$ cat config.mk
export PLATFORM = sky130hd
export DESIGN_NAME = dio_decoder
export DESIGN_NICKNAME = d
export VERILOG_FILES = /design/src/hw/dio_decoder.v
export VERILOG_INCLUDE_DIRS = /design/src /design/src/hw
export SDC_FILE = /design/constraint.sdc
export NUM_CORES = 1
export LEC_CHECK = 0
export BUFFER_PORTS_ARGS = -buffer_cell sky130_fd_sc_hd__buf_4
export CELL_PAD_IN_SITES_DETAIL_PLACEMENT = 2
export CELL_PAD_IN_SITES_GLOBAL_PLACEMENT = 2
export CORE_UTILIZATION = 26
export DETAILED_ROUTE_END_ITERATION = 8
export GPL_TIMING_DRIVEN = 0
export PLACE_DENSITY_LB_ADDON = 0.1
export SLEW_MARGIN = 40
export SYNTH_ARGS = -nofsm -noshare
export SYNTH_HDL_FRONTEND = slang
export SYNTH_SLANG_ARGS = --single-unit
$ cat constraint.sdc
create_clock -name clk_i -period 4.8 [get_ports clk_i]
set_input_delay 0.96 -clock clk_i [delete_from_list [all_inputs] [get_ports clk_i]]
set_output_delay 0.96 -clock clk_i [all_outputs]
set_load 0.01 [all_outputs]
$ cat src/hw/dio_defines.vh
// Purpose: shared constants of the instruction decode and sequencing block
// Assumes: included by bare name from hw/dio_decoder.v
// Notes:   definitions only
`ifndef DIO_DEFINES_VH
`define DIO_DEFINES_VH
// ----------------------------------------
// instruction word fields
// ----------------------------------------
`define DIO_F_OPC   23:16
`define DIO_F_HI8   23:16
`define DIO_F_BIT_POSITION_FIELD  15:12
`define DIO_F_BASE  14:11
`define DIO_F_DST   10:7
`define DIO_F_SRC   3:0
`define DIO_F_LIT   13:4
`define DIO_B_LSIGN 13
`define DIO_B_BYTE  14
`define DIO_F_MAC   23:19
`define DIO_B_SQR   18
`define DIO_F_PAIR  17:15
`define DIO_F_SQP   16:15
`define DIO_B_ACC   14
`define DIO_F_XD    13:12
`define DIO_F_WX    11:8
`define DIO_F_YD    7:6
`define DIO_F_WY    5:2
`define DIO_F_AWB   1:0
`define DIO_F_ADRH  6:0
`define DIO_F_ADRL  15:0
// ----------------------------------------
// opcodes
// ----------------------------------------
`define DIO_OP_NOP   8'h00
`define DIO_OP_IND   8'h01
`define DIO_OP_CALL2 8'h02
`define DIO_OP_GOTO2 8'h04
`define DIO_OP_DO2   8'h08
`define DIO_OP_RET   8'h06
`define DIO_OP_RETI  8'h07
`define DIO_OP_TBL   8'hba
`define DIO_OP_MOVD  8'hbe
`define DIO_OP_SKIP  8'ha6
`define DIO_OP_LIT   8'hb0
`define DIO_BR_NIB   4'h3
`define DIO_MAC_TAG  5'h18
`define DIO_C_ALWAYS 4'h7
// ----------------------------------------
// timing, literals, registers
// ----------------------------------------
`define DIO_XTRA_ONE 2'h1
`define DIO_XTRA_TWO 2'h2
`define DIO_BYTE_MAX 10'h0ff
`define DIO_PAIR_MAX 3'h5
`define DIO_W0       4'h0
`define DIO_W4       4'h4
`define DIO_W8       4'h8
`define DIO_W9       4'h9
`define DIO_W10      4'ha
`define DIO_W11      4'hb
`define DIO_W12      4'hc
`define DIO_W13      4'hd
`define DIO_AWB_INC  4'h2
`define DIO_PF_W12   4'he
`define DIO_PF_NONE  4'hf
`define DIO_PF_HALF  4'h7
`define DIO_A_CTRL   8'h00
`define DIO_A_STAT   8'h04
`define DIO_A_ERR    8'h08
`define DIO_A_CNT    8'h0c
`define DIO_FL_C     0
`define DIO_FL_DC    1
`define DIO_FL_N     2
`define DIO_FL_OV    3
`define DIO_FL_Z     4
`define DIO_FL_OA    5
`define DIO_FL_OB    6
`define DIO_FL_SA    7
`define DIO_FL_SB    8
`define DIO_E_WORD2  0
`define DIO_E_LIT    1
`define DIO_E_ODD    2
`define DIO_E_PAIR   3
`define DIO_RST_CTRL 1'h1
`endif

$ cat src/hw/dio_decoder.v
// Purpose: instruction decode, operand field decode and cycle sequencing
// Assumes: one 200 MHz clock, synchronous active-high reset, classic wishbone
// Notes:   every output comes from a flip-flop
`timescale 1ns/10ps
`default_nettype none
`include "dio_defines.vh"

module dio_decoder (
	input  wire        clk_i,
	input  wire        rst_i,
	input  wire [7:0]  wb_adr_i,
	input  wire [31:0] wb_dat_i,
	input  wire [3:0]  wb_sel_i,
	input  wire        wb_we_i,
	input  wire        wb_cyc_i,
	input  wire        wb_stb_i,
	output reg  [31:0] wb_dat_o,
	output reg         wb_ack_o,
	input  wire        fetch_valid_i,
	input  wire [23:0] fetch_word_i,
	output reg         fetch_ready_o,
	input  wire        skip_true_i,
	input  wire [8:0]  flag_we_i,
	input  wire [8:0]  flag_val_i,
	output reg         exec_valid_o,
	output reg         exec_nop_o,
	output reg         exec_taken_o,
	output reg         exec_two_word_o,
	output reg  [7:0]  exec_opcode_o,
	output reg  [23:0] operand_ext_o,
	output reg  [22:0] program_addr_imm_o,
	output reg  [3:0]  base_reg_o,
	output reg  [3:0]  src_reg_o,
	output reg  [3:0]  dst_reg_o,
	output reg  [3:0]  implicit_work_register_o,
	output reg  [3:0]  bit_position_field_o,
	output reg  [9:0]  unsigned_imm_ten_o,
	output reg         byte_mode_o,
	output reg  [15:0] signed_imm_ten_o,
	output reg         acc_sel_o,
	output reg  [3:0]  mul_a_reg_o,
	output reg  [3:0]  mul_b_reg_o,
	output reg         x_pf_en_o,
	output reg  [3:0]  x_pf_reg_o,
	output reg  [3:0]  x_pf_mod_o,
	output reg         x_pf_w12_o,
	output reg  [3:0]  x_pf_dst_o,
	output reg         y_pf_en_o,
	output reg  [3:0]  y_pf_reg_o,
	output reg  [3:0]  y_pf_mod_o,
	output reg         y_pf_w12_o,
	output reg  [3:0]  y_pf_dst_o,
	output reg         awb_en_o,
	output reg         awb_indirect_o,
	output reg  [3:0]  awb_reg_o,
	output reg  [3:0]  awb_inc_o,
	output reg  [8:0]  flags_o
);

// ----------------------------------------
// states and storage
// ----------------------------------------
localparam [2:0] S_RUN   = 3'h1;
localparam [2:0] S_WORD2 = 3'h2;
localparam [2:0] S_STALL = 3'h4;

reg  [2:0]  state_reg;
reg  [1:0]  stall_reg;
reg  [23:0] first_reg;
reg         skip_pend_reg;
reg         drop2_reg;
reg         ctrl_en_reg;
reg  [3:0]  err_reg;
reg  [3:0]  err_next;
reg  [8:0]  flags_next;
reg  [31:0] count_reg;

// ----------------------------------------
// functions
// ----------------------------------------
// prefetch base register: seven modes on r0, seven on r1, r1+w12, none
function [3:0] pf_reg;
	input [3:0] sel;
	input [3:0] r0;
	input [3:0] r1;
	begin
		pf_reg = (sel < `DIO_PF_HALF) ? r0 : r1;
	end
endfunction

// post-modify amount as a signed nibble: +6 +4 +2 0 -6 -4 -2
function [3:0] pf_mod;
	input [3:0] sel;
	reg   [3:0] idx;
	begin
		idx = (sel < `DIO_PF_HALF) ? sel : sel - `DIO_PF_HALF;
		case (idx)
		4'h0: pf_mod = 4'h6;
		4'h1: pf_mod = 4'h4;
		4'h2: pf_mod = 4'h2;
		4'h4: pf_mod = 4'ha;
		4'h5: pf_mod = 4'hc;
		4'h6: pf_mod = 4'he;
		default: pf_mod = 4'h0;
		endcase
		if (sel >= `DIO_PF_W12)
			pf_mod = 4'h0;
	end
endfunction

// branch condition against the held flags
function cond_true;
	input [3:0] c;
	input [8:0] f;
	reg         ge;
	begin
		ge = (f[`DIO_FL_N] == f[`DIO_FL_OV]);
		case (c)
		4'h0: cond_true = f[`DIO_FL_OV];
		4'h1: cond_true = f[`DIO_FL_C];
		4'h2: cond_true = f[`DIO_FL_Z];
		4'h3: cond_true = f[`DIO_FL_N];
		4'h4: cond_true = ge & ~f[`DIO_FL_Z];
		4'h5: cond_true = ge;
		4'h6: cond_true = f[`DIO_FL_C] & ~f[`DIO_FL_Z];
		4'h7: cond_true = 1'b1;
		4'h8: cond_true = ~f[`DIO_FL_OV];
		4'h9: cond_true = ~f[`DIO_FL_C];
		4'ha: cond_true = ~f[`DIO_FL_Z];
		4'hb: cond_true = ~f[`DIO_FL_N];
		4'hc: cond_true = f[`DIO_FL_OA];
		4'hd: cond_true = f[`DIO_FL_OB];
		4'he: cond_true = f[`DIO_FL_SA];
		default: cond_true = f[`DIO_FL_SB];
		endcase
	end
endfunction

// ----------------------------------------
// decode of the offered word
// ----------------------------------------
wire [23:0] w    = fetch_word_i;
wire [7:0]  opc  = w[`DIO_F_OPC];
wire        fire = fetch_valid_i & fetch_ready_o;
wire        is_two = (opc == `DIO_OP_CALL2) | (opc == `DIO_OP_GOTO2) |
	(opc == `DIO_OP_DO2);
wire        is_br  = (opc[7:4] == `DIO_BR_NIB);
wire        is_mac = (w[`DIO_F_MAC] == `DIO_MAC_TAG);
wire        br_hit = is_br & cond_true(opc[3:0], flags_o);
wire        is_ret = (opc == `DIO_OP_RET) | (opc == `DIO_OP_RETI);
wire        is_one_x = (opc == `DIO_OP_IND) | (opc == `DIO_OP_TBL) |
	(opc == `DIO_OP_MOVD) | br_hit;
wire [1:0]  extra = is_ret ? `DIO_XTRA_TWO :
	(is_one_x ? `DIO_XTRA_ONE : 2'h0);
wire        run_new = state_reg[0] & fire & ~skip_pend_reg & ~is_two;
wire        w2_new  = state_reg[1] & fire & ~drop2_reg;
wire        wr = wb_cyc_i & wb_stb_i & wb_we_i & ~wb_ack_o;

// ----------------------------------------
// sticky errors and flags
// ----------------------------------------
always @* begin
	err_next = err_reg;
	if (wr && wb_adr_i == `DIO_A_ERR && wb_sel_i[0])
		err_next = err_next & ~wb_dat_i[3:0];
	// a fresh error wins over a clear in the same cycle
	if (w2_new && w[`DIO_F_HI8] != 8'h00)
		err_next[`DIO_E_WORD2] = 1'b1;
	if (w2_new && first_reg[0])
		err_next[`DIO_E_ODD] = 1'b1;
	if (run_new && opc == `DIO_OP_LIT && w[`DIO_B_BYTE] &&
			w[`DIO_F_LIT] > `DIO_BYTE_MAX)
		err_next[`DIO_E_LIT] = 1'b1;
	if (run_new && is_mac && !w[`DIO_B_SQR] && w[`DIO_F_PAIR] > `DIO_PAIR_MAX)
		err_next[`DIO_E_PAIR] = 1'b1;
end

always @* begin
	flags_next = flags_o;
	if (wr && wb_adr_i == `DIO_A_STAT) begin
		if (wb_sel_i[0])
			flags_next[7:0] = wb_dat_i[7:0];
		if (wb_sel_i[1])
			flags_next[8] = wb_dat_i[8];
	end
	// datapath results override a software write in the same cycle
	flags_next = (flags_next & ~flag_we_i) | (flag_val_i & flag_we_i);
end

// ----------------------------------------
// wishbone slave
// ----------------------------------------
always @(posedge clk_i) begin
	if (rst_i) begin
		wb_ack_o    <= 1'b0;
		wb_dat_o    <= 32'h0;
		ctrl_en_reg <= `DIO_RST_CTRL;
		err_reg     <= 4'h0;
		flags_o     <= 9'h0;
		count_reg   <= 32'h0;
	end else begin
		wb_ack_o <= wb_cyc_i & wb_stb_i & ~wb_ack_o;
		err_reg  <= err_next;
		flags_o  <= flags_next;
		if (exec_valid_o)
			count_reg <= count_reg + 32'h1;
		if (wr && wb_adr_i == `DIO_A_CTRL && wb_sel_i[0])
			ctrl_en_reg <= wb_dat_i[0];
		case (wb_adr_i)
		`DIO_A_CTRL: wb_dat_o <= {31'h0, ctrl_en_reg};
		`DIO_A_STAT: wb_dat_o <= {23'h0, flags_o};
		`DIO_A_ERR:  wb_dat_o <= {28'h0, err_reg};
		`DIO_A_CNT:  wb_dat_o <= count_reg;
		default:     wb_dat_o <= 32'h0;
		endcase
	end
end

// ----------------------------------------
// sequencer
// ----------------------------------------
always @(posedge clk_i) begin
	if (rst_i) begin
		state_reg       <= S_RUN;
		stall_reg       <= 2'h0;
		first_reg       <= 24'h0;
		skip_pend_reg   <= 1'b0;
		drop2_reg       <= 1'b0;
		fetch_ready_o   <= 1'b0;
		exec_valid_o    <= 1'b0;
		exec_nop_o      <= 1'b0;
		exec_taken_o    <= 1'b0;
		exec_two_word_o <= 1'b0;
		exec_opcode_o   <= 8'h0;
		operand_ext_o   <= 24'h0;
		program_addr_imm_o <= 23'h0;
	end else begin
		exec_valid_o  <= 1'b0;
		exec_nop_o    <= 1'b0;
		exec_taken_o  <= 1'b0;
		fetch_ready_o <= ctrl_en_reg;
		case (state_reg)
		S_RUN: begin
			if (fire) begin
				exec_opcode_o   <= opc;
				exec_two_word_o <= 1'b0;
				first_reg       <= w;
				if (skip_pend_reg) begin
					// the discarded word is the skip's extra cycle
					skip_pend_reg <= 1'b0;
					drop2_reg     <= is_two;
					exec_nop_o    <= 1'b1;
					if (is_two)
						state_reg <= S_WORD2;
				end else if (is_two) begin
					drop2_reg <= 1'b0;
					state_reg <= S_WORD2;
				end else begin
					exec_valid_o <= (opc != `DIO_OP_NOP);
					exec_nop_o   <= (opc == `DIO_OP_NOP);
					exec_taken_o <= br_hit | is_ret | (opc == `DIO_OP_IND);
					if (opc == `DIO_OP_SKIP && skip_true_i)
						skip_pend_reg <= 1'b1;
					if (extra != 2'h0) begin
						stall_reg     <= extra;
						state_reg     <= S_STALL;
						fetch_ready_o <= 1'b0;
					end
				end
			end
		end
		S_WORD2: begin
			if (fire) begin
				state_reg <= S_RUN;
				if (drop2_reg) begin
					exec_nop_o <= 1'b1;
				end else begin
					exec_valid_o    <= 1'b1;
					exec_two_word_o <= 1'b1;
					exec_taken_o    <= (first_reg[`DIO_F_OPC] != `DIO_OP_DO2);
					operand_ext_o   <= w;
					program_addr_imm_o <= {w[`DIO_F_ADRH],
						first_reg[`DIO_F_ADRL]};
				end
			end
		end
		S_STALL: begin
			// the pc-change cycles run as no-operations
			exec_nop_o <= 1'b1;
			stall_reg  <= stall_reg - 2'h1;
			if (stall_reg == `DIO_XTRA_ONE)
				state_reg <= S_RUN;
			else
				fetch_ready_o <= 1'b0;
		end
		default: begin
			state_reg <= S_RUN;
		end
		endcase
	end
end

// ----------------------------------------
// operand fields, held from each unskipped single word, no-operation words included
// ----------------------------------------
always @(posedge clk_i) begin
	if (rst_i) begin
		base_reg_o <= 4'h0;
		src_reg_o  <= 4'h0;
		dst_reg_o  <= 4'h0;
		implicit_work_register_o <= `DIO_W0;
		bit_position_field_o <= 4'h0;
		unsigned_imm_ten_o   <= 10'h0;
		byte_mode_o      <= 1'b0;
		signed_imm_ten_o <= 16'h0;
		acc_sel_o   <= 1'b0;
		mul_a_reg_o <= `DIO_W4;
		mul_b_reg_o <= `DIO_W4;
		x_pf_en_o   <= 1'b0;
		x_pf_reg_o  <= `DIO_W8;
		x_pf_mod_o  <= 4'h0;
		x_pf_w12_o  <= 1'b0;
		x_pf_dst_o  <= `DIO_W4;
		y_pf_en_o   <= 1'b0;
		y_pf_reg_o  <= `DIO_W10;
		y_pf_mod_o  <= 4'h0;
		y_pf_w12_o  <= 1'b0;
		y_pf_dst_o  <= `DIO_W4;
		awb_en_o    <= 1'b0;
		awb_indirect_o <= 1'b0;
		awb_reg_o   <= `DIO_W13;
		awb_inc_o   <= 4'h0;
	end else if (run_new) begin
		base_reg_o <= w[`DIO_F_BASE];
		src_reg_o  <= w[`DIO_F_SRC];
		dst_reg_o  <= w[`DIO_F_DST];
		implicit_work_register_o <= `DIO_W0;
		bit_position_field_o <= w[`DIO_F_BIT_POSITION_FIELD];
		byte_mode_o <= w[`DIO_B_BYTE];
		// byte mode keeps only the low eight literal bits
		unsigned_imm_ten_o <= w[`DIO_B_BYTE] ?
			(w[`DIO_F_LIT] & `DIO_BYTE_MAX) : w[`DIO_F_LIT];
		signed_imm_ten_o <= {{6{w[`DIO_B_LSIGN]}}, w[`DIO_F_LIT]};
		if (is_mac) begin
			acc_sel_o <= w[`DIO_B_ACC];
			if (w[`DIO_B_SQR]) begin
				mul_a_reg_o <= `DIO_W4 + {2'h0, w[`DIO_F_SQP]};
				mul_b_reg_o <= `DIO_W4 + {2'h0, w[`DIO_F_SQP]};
			end else begin
				// pairs 4-5 4-6 4-7 5-6 5-7 6-7; unused codes fall to 6-7
				case (w[`DIO_F_PAIR])
				3'h0: {mul_a_reg_o, mul_b_reg_o} <= 8'h45;
				3'h1: {mul_a_reg_o, mul_b_reg_o} <= 8'h46;
				3'h2: {mul_a_reg_o, mul_b_reg_o} <= 8'h47;
				3'h3: {mul_a_reg_o, mul_b_reg_o} <= 8'h56;
				3'h4: {mul_a_reg_o, mul_b_reg_o} <= 8'h57;
				default: {mul_a_reg_o, mul_b_reg_o} <= 8'h67;
				endcase
			end
			x_pf_en_o  <= (w[`DIO_F_WX] != `DIO_PF_NONE);
			x_pf_reg_o <= pf_reg(w[`DIO_F_WX], `DIO_W8, `DIO_W9);
			x_pf_mod_o <= pf_mod(w[`DIO_F_WX]);
			x_pf_w12_o <= (w[`DIO_F_WX] == `DIO_PF_W12);
			x_pf_dst_o <= `DIO_W4 + {2'h0, w[`DIO_F_XD]};
			y_pf_en_o  <= (w[`DIO_F_WY] != `DIO_PF_NONE);
			y_pf_reg_o <= pf_reg(w[`DIO_F_WY], `DIO_W10, `DIO_W11);
			y_pf_mod_o <= pf_mod(w[`DIO_F_WY]);
			y_pf_w12_o <= (w[`DIO_F_WY] == `DIO_PF_W12);
			y_pf_dst_o <= `DIO_W4 + {2'h0, w[`DIO_F_YD]};
			// code 1 direct, code 2 indirect with post-increment, else none
			awb_en_o       <= (w[`DIO_F_AWB] == 2'h1) | (w[`DIO_F_AWB] == 2'h2);
			awb_indirect_o <= (w[`DIO_F_AWB] == 2'h2);
			awb_reg_o      <= `DIO_W13;
			awb_inc_o      <= (w[`DIO_F_AWB] == 2'h2) ? `DIO_AWB_INC : 4'h0;
		end
	end
end

endmodule
`default_nettype wire

==> results_dict.tcl <==
set metrics [dict create \
    status "finished, final reports clean" \
    synth_top_family_by_area "simple AND/OR/NAND/NOR gates" \
    crit_type "input pin to flip-flop" \
    clk-insertion-delay-late_ns 0.45 \
    initial_core_util_pct 26.4 \
    wl_um 32500 \
    place_area_um2 10900 \
    switchingPower_mw 1.04 \
    hold_buffers 0 \
    antenna_found_initial 0 \
    cp-end-kind "flip-flop" \
    maxSlewViolCount 0 \
    cts_setup_buffers 0 \
    timing.setup.tns_ns 0 \
    cts_buffer_depth 2 \
    cp.arrival_ns 3.34 \
    power.share.sequential_pct 46.9 \
    start_kind "input pin" \
    setup_viol 0 \
    irDropWorstVdd_uv 236 \
    combPwrFrac_pct 9.9 \
    grt_start_max_net_pins 24 \
    tritoncts "built" \
    synthCells 1048 \
    cp_max_fo 8 \
    hpwl_um 24900 \
    nNetsFinal 1420 \
    hp-class "flip-flop to flip-flop" \
    place.gp.congestion 0.795 \
    portBuffers 228 \
    num_antenna_cells 0 \
    die_h_um 183 \
    power_density_nw_per_um2 309 \
    drive_above_1_share_pct 26.9 \
    synth_edf_count 0 \
    clock-sinks 196 \
    cts_root_buf "clkbuf_16" \
    die_width_um 183 \
    vias 8216 \
    yosysTopAreaCell "dfxtp_1" \
    ys_warn_count 0 \
    area_delta_synth_final_pct 35.1 \
    wire_per_inst_um 18.3 \
    rsz0062_at_grt "false" \
    hold_violations 0 \
    synthSimpleGateAreaFrac_pct 24.3 \
    fmax_ghz 0.334 \
    core_area_um2 32500 \
    cts_buffers 17 \
    final.period_utilization_pct 62.4 \
    drt-initial-drc-count 306 \
    grt_first_pass_wirelength_um 50000 \
    syn-cell-area_um2 8560 \
    route.detailed.drc 0 \
    antenna_left 0 \
    swShare_pct 29.1 \
    muxShareOfSynthArea_pct 2.87 \
    cts_resized 0 \
    synth.distinct_cells 61 \
    synth_area_leaders "dfxtp_1 46%, nand2_1 9.9%, a21oi_1 7.1%, buf_4 6.3%, nor2_1 3.8%" \
    grtUsageTotal_pct 19.4 \
    synth-async-reset-ratio_pct 0 \
    synth_top_area_share_pct 45.8 \
    p_int_mw 2.54 \
    synth_compound_area_share_pct 12.5 \
    cp.required_ns 5.15 \
    cts.reportedPaths.clkPinSlew_ns 0.09 \
    synth-seq-area-share_pct 45.8 \
    rows 66 \
    tightest_slew_ns 0.852 \
    drt-vias-per-instance 4.63 \
    slew_headroom_pct 43.2 \
    ios 289 \
    p_clk_share_pct 43.2 \
    holdPathStages 1 \
    skew_ns 0.0186 \
    synth_flop_cell "dfxtp_1" \
    rr_worst_depth 7 \
    maxCapViolCount 0 \
    synth_seq_cells 196 \
    first_pass_iters 4 \
    period_needed_ns 3.00 \
    setup_slack_ns 1.80 \
    place_ws_ns 1.39 \
    htree_levels 4 \
    design_area_um2 11600 \
    dieArea_um2 33600 \
    synth_fa_ha_area_share_pct 1.02 \
    p_leak_nw 4.83 \
    gr-total-overflow 0 \
    syn_area_per_cell_um2 8.17 \
    synth_xor_area_share_pct 3.27 \
    grt_pass1_vias 8736 \
]
area by class of cell:
| class | instances | area, µm² |
|---|---|---|
| Fill cell | 3740 | 20900 |
| Sequential cell | 196 | 3920 |
| Multi-Input combinational cell | 726 | 3870 |
| Timing Repair Buffer | 228 | 1710 |
| Buffer | 129 | 783 |
| Tap cell | 442 | 553 |
| Clock buffer | 17 | 425 |
| Clock inverter | 15 | 215 |
| Inverter | 22 | 82.6 |
critical path, stage by stage:
cell      delay, ns
buf_4          0.11
nor4_1         0.60
nand3_1        0.32
nor3b_2        0.51
nand2_1        0.40
mux2i_1        0.21
a211oi_1       0.24
cells in the final DEF, fill, tap and decap left out, drive strengths merged, types with 8 or more instances in the layout:
master,netlist,final
mux2i,20,20
xor2,21,21
nand2,225,225
o21ai,16,16
buf,81,309
nand3,22,22
xnor2,11,11
dfxtp,196,196
clkbuf,48,65
nor3,21,21
a21oi,121,121
and2,25,25
inv,22,30
nand4,19,19
nor2,87,87
or3,8,8
conb,2,27
a211oi,11,11
power by group through the flow:
stage          clock (mW)  combinational (mW)  sequential (mW)
2_1_floorplan           0               0.187             1.71
3_3_place_gp            0               0.349             1.72
3_5_place_dp            0               0.356             1.72
4_1_cts              1.59               0.358             1.68
5_1_grt              1.65               0.386             1.68
6_report             1.55               0.353             1.68
stage by stage:
| stage | cells | hold WS, ns | power (mW) | util (%) |
|---|---|---|---|---|
| final | 1775 | 0.448 | 3.58 | 35.6 |
| after global placement | 1743 | 0.434 | 2.07 | 33.6 |
| after detailed placement | 1743 | 0.441 | 2.07 | 33.6 |
| after CTS | 1775 | 0.453 | 3.63 | 35.6 |
| after global routing | 1775 | 0.468 | 3.72 | 35.6 |
| after floorplan | 1073 | 0.431 | 1.90 | - |
path summary, 6_finish.rpt:
check / startpoint / to / slack [ns]
worst max-delay path: wb_adr_i[1] / flip-flop / 1.80
worst min-delay path: wb_ack_o / wb_ack_o / 0.45
worst max register to register: state_reg[0] / mul_a_reg_o[1] / 2.38
worst min register to register: wb_ack_o / wb_ack_o / 0.45
cells by family (layout without fill, tap and decap cells):
| family | count (synthesis) | in the layout |
|---|---|---|
| AO/OA/AOI/OAI | 185 | 185 |
| XOR/XNOR | 32 | 32 |
| adder cells (fa/ha/maj) | 7 | 7 |
| buffers and inverters | 151 | 411 |
| flip-flops | 196 | 196 |
| multiplexers | 23 | 23 |
| other | 2 | 27 |
| AND/OR/NAND/NOR | 452 | 452 |
synthesized netlist by cell type (all sizes together) (3+ instances only):
library cell  instances
nand2               225
dfxtp               196
a21oi               121
nor2                 87
buf                  81
clkbuf               48
and2                 25
inv                  22
nand3                22
nor3                 21
xor2                 21
mux2i                20
nand4                19
o21ai                16
a211oi               11
xnor2                11
or3                   8
ha                    7
a31oi                 6
nor4                  6
a311oi                5
and4                  5
nor2b                 5
a22oi                 4
nand2b                4
nand3b                4
nor3b                 4
o211a                 3
o22ai                 3
or4                   3
layer usage:
layer	up-vias	wire length, µm	GRT usage [%]
met3	29	1520	3.66
met5	-	0	0
met1	4050	14700	24.4
met4	0	474	5.20
met2	175	15800	33.9
li1	3962	-	-
Power figures use the tool's default switching activity.
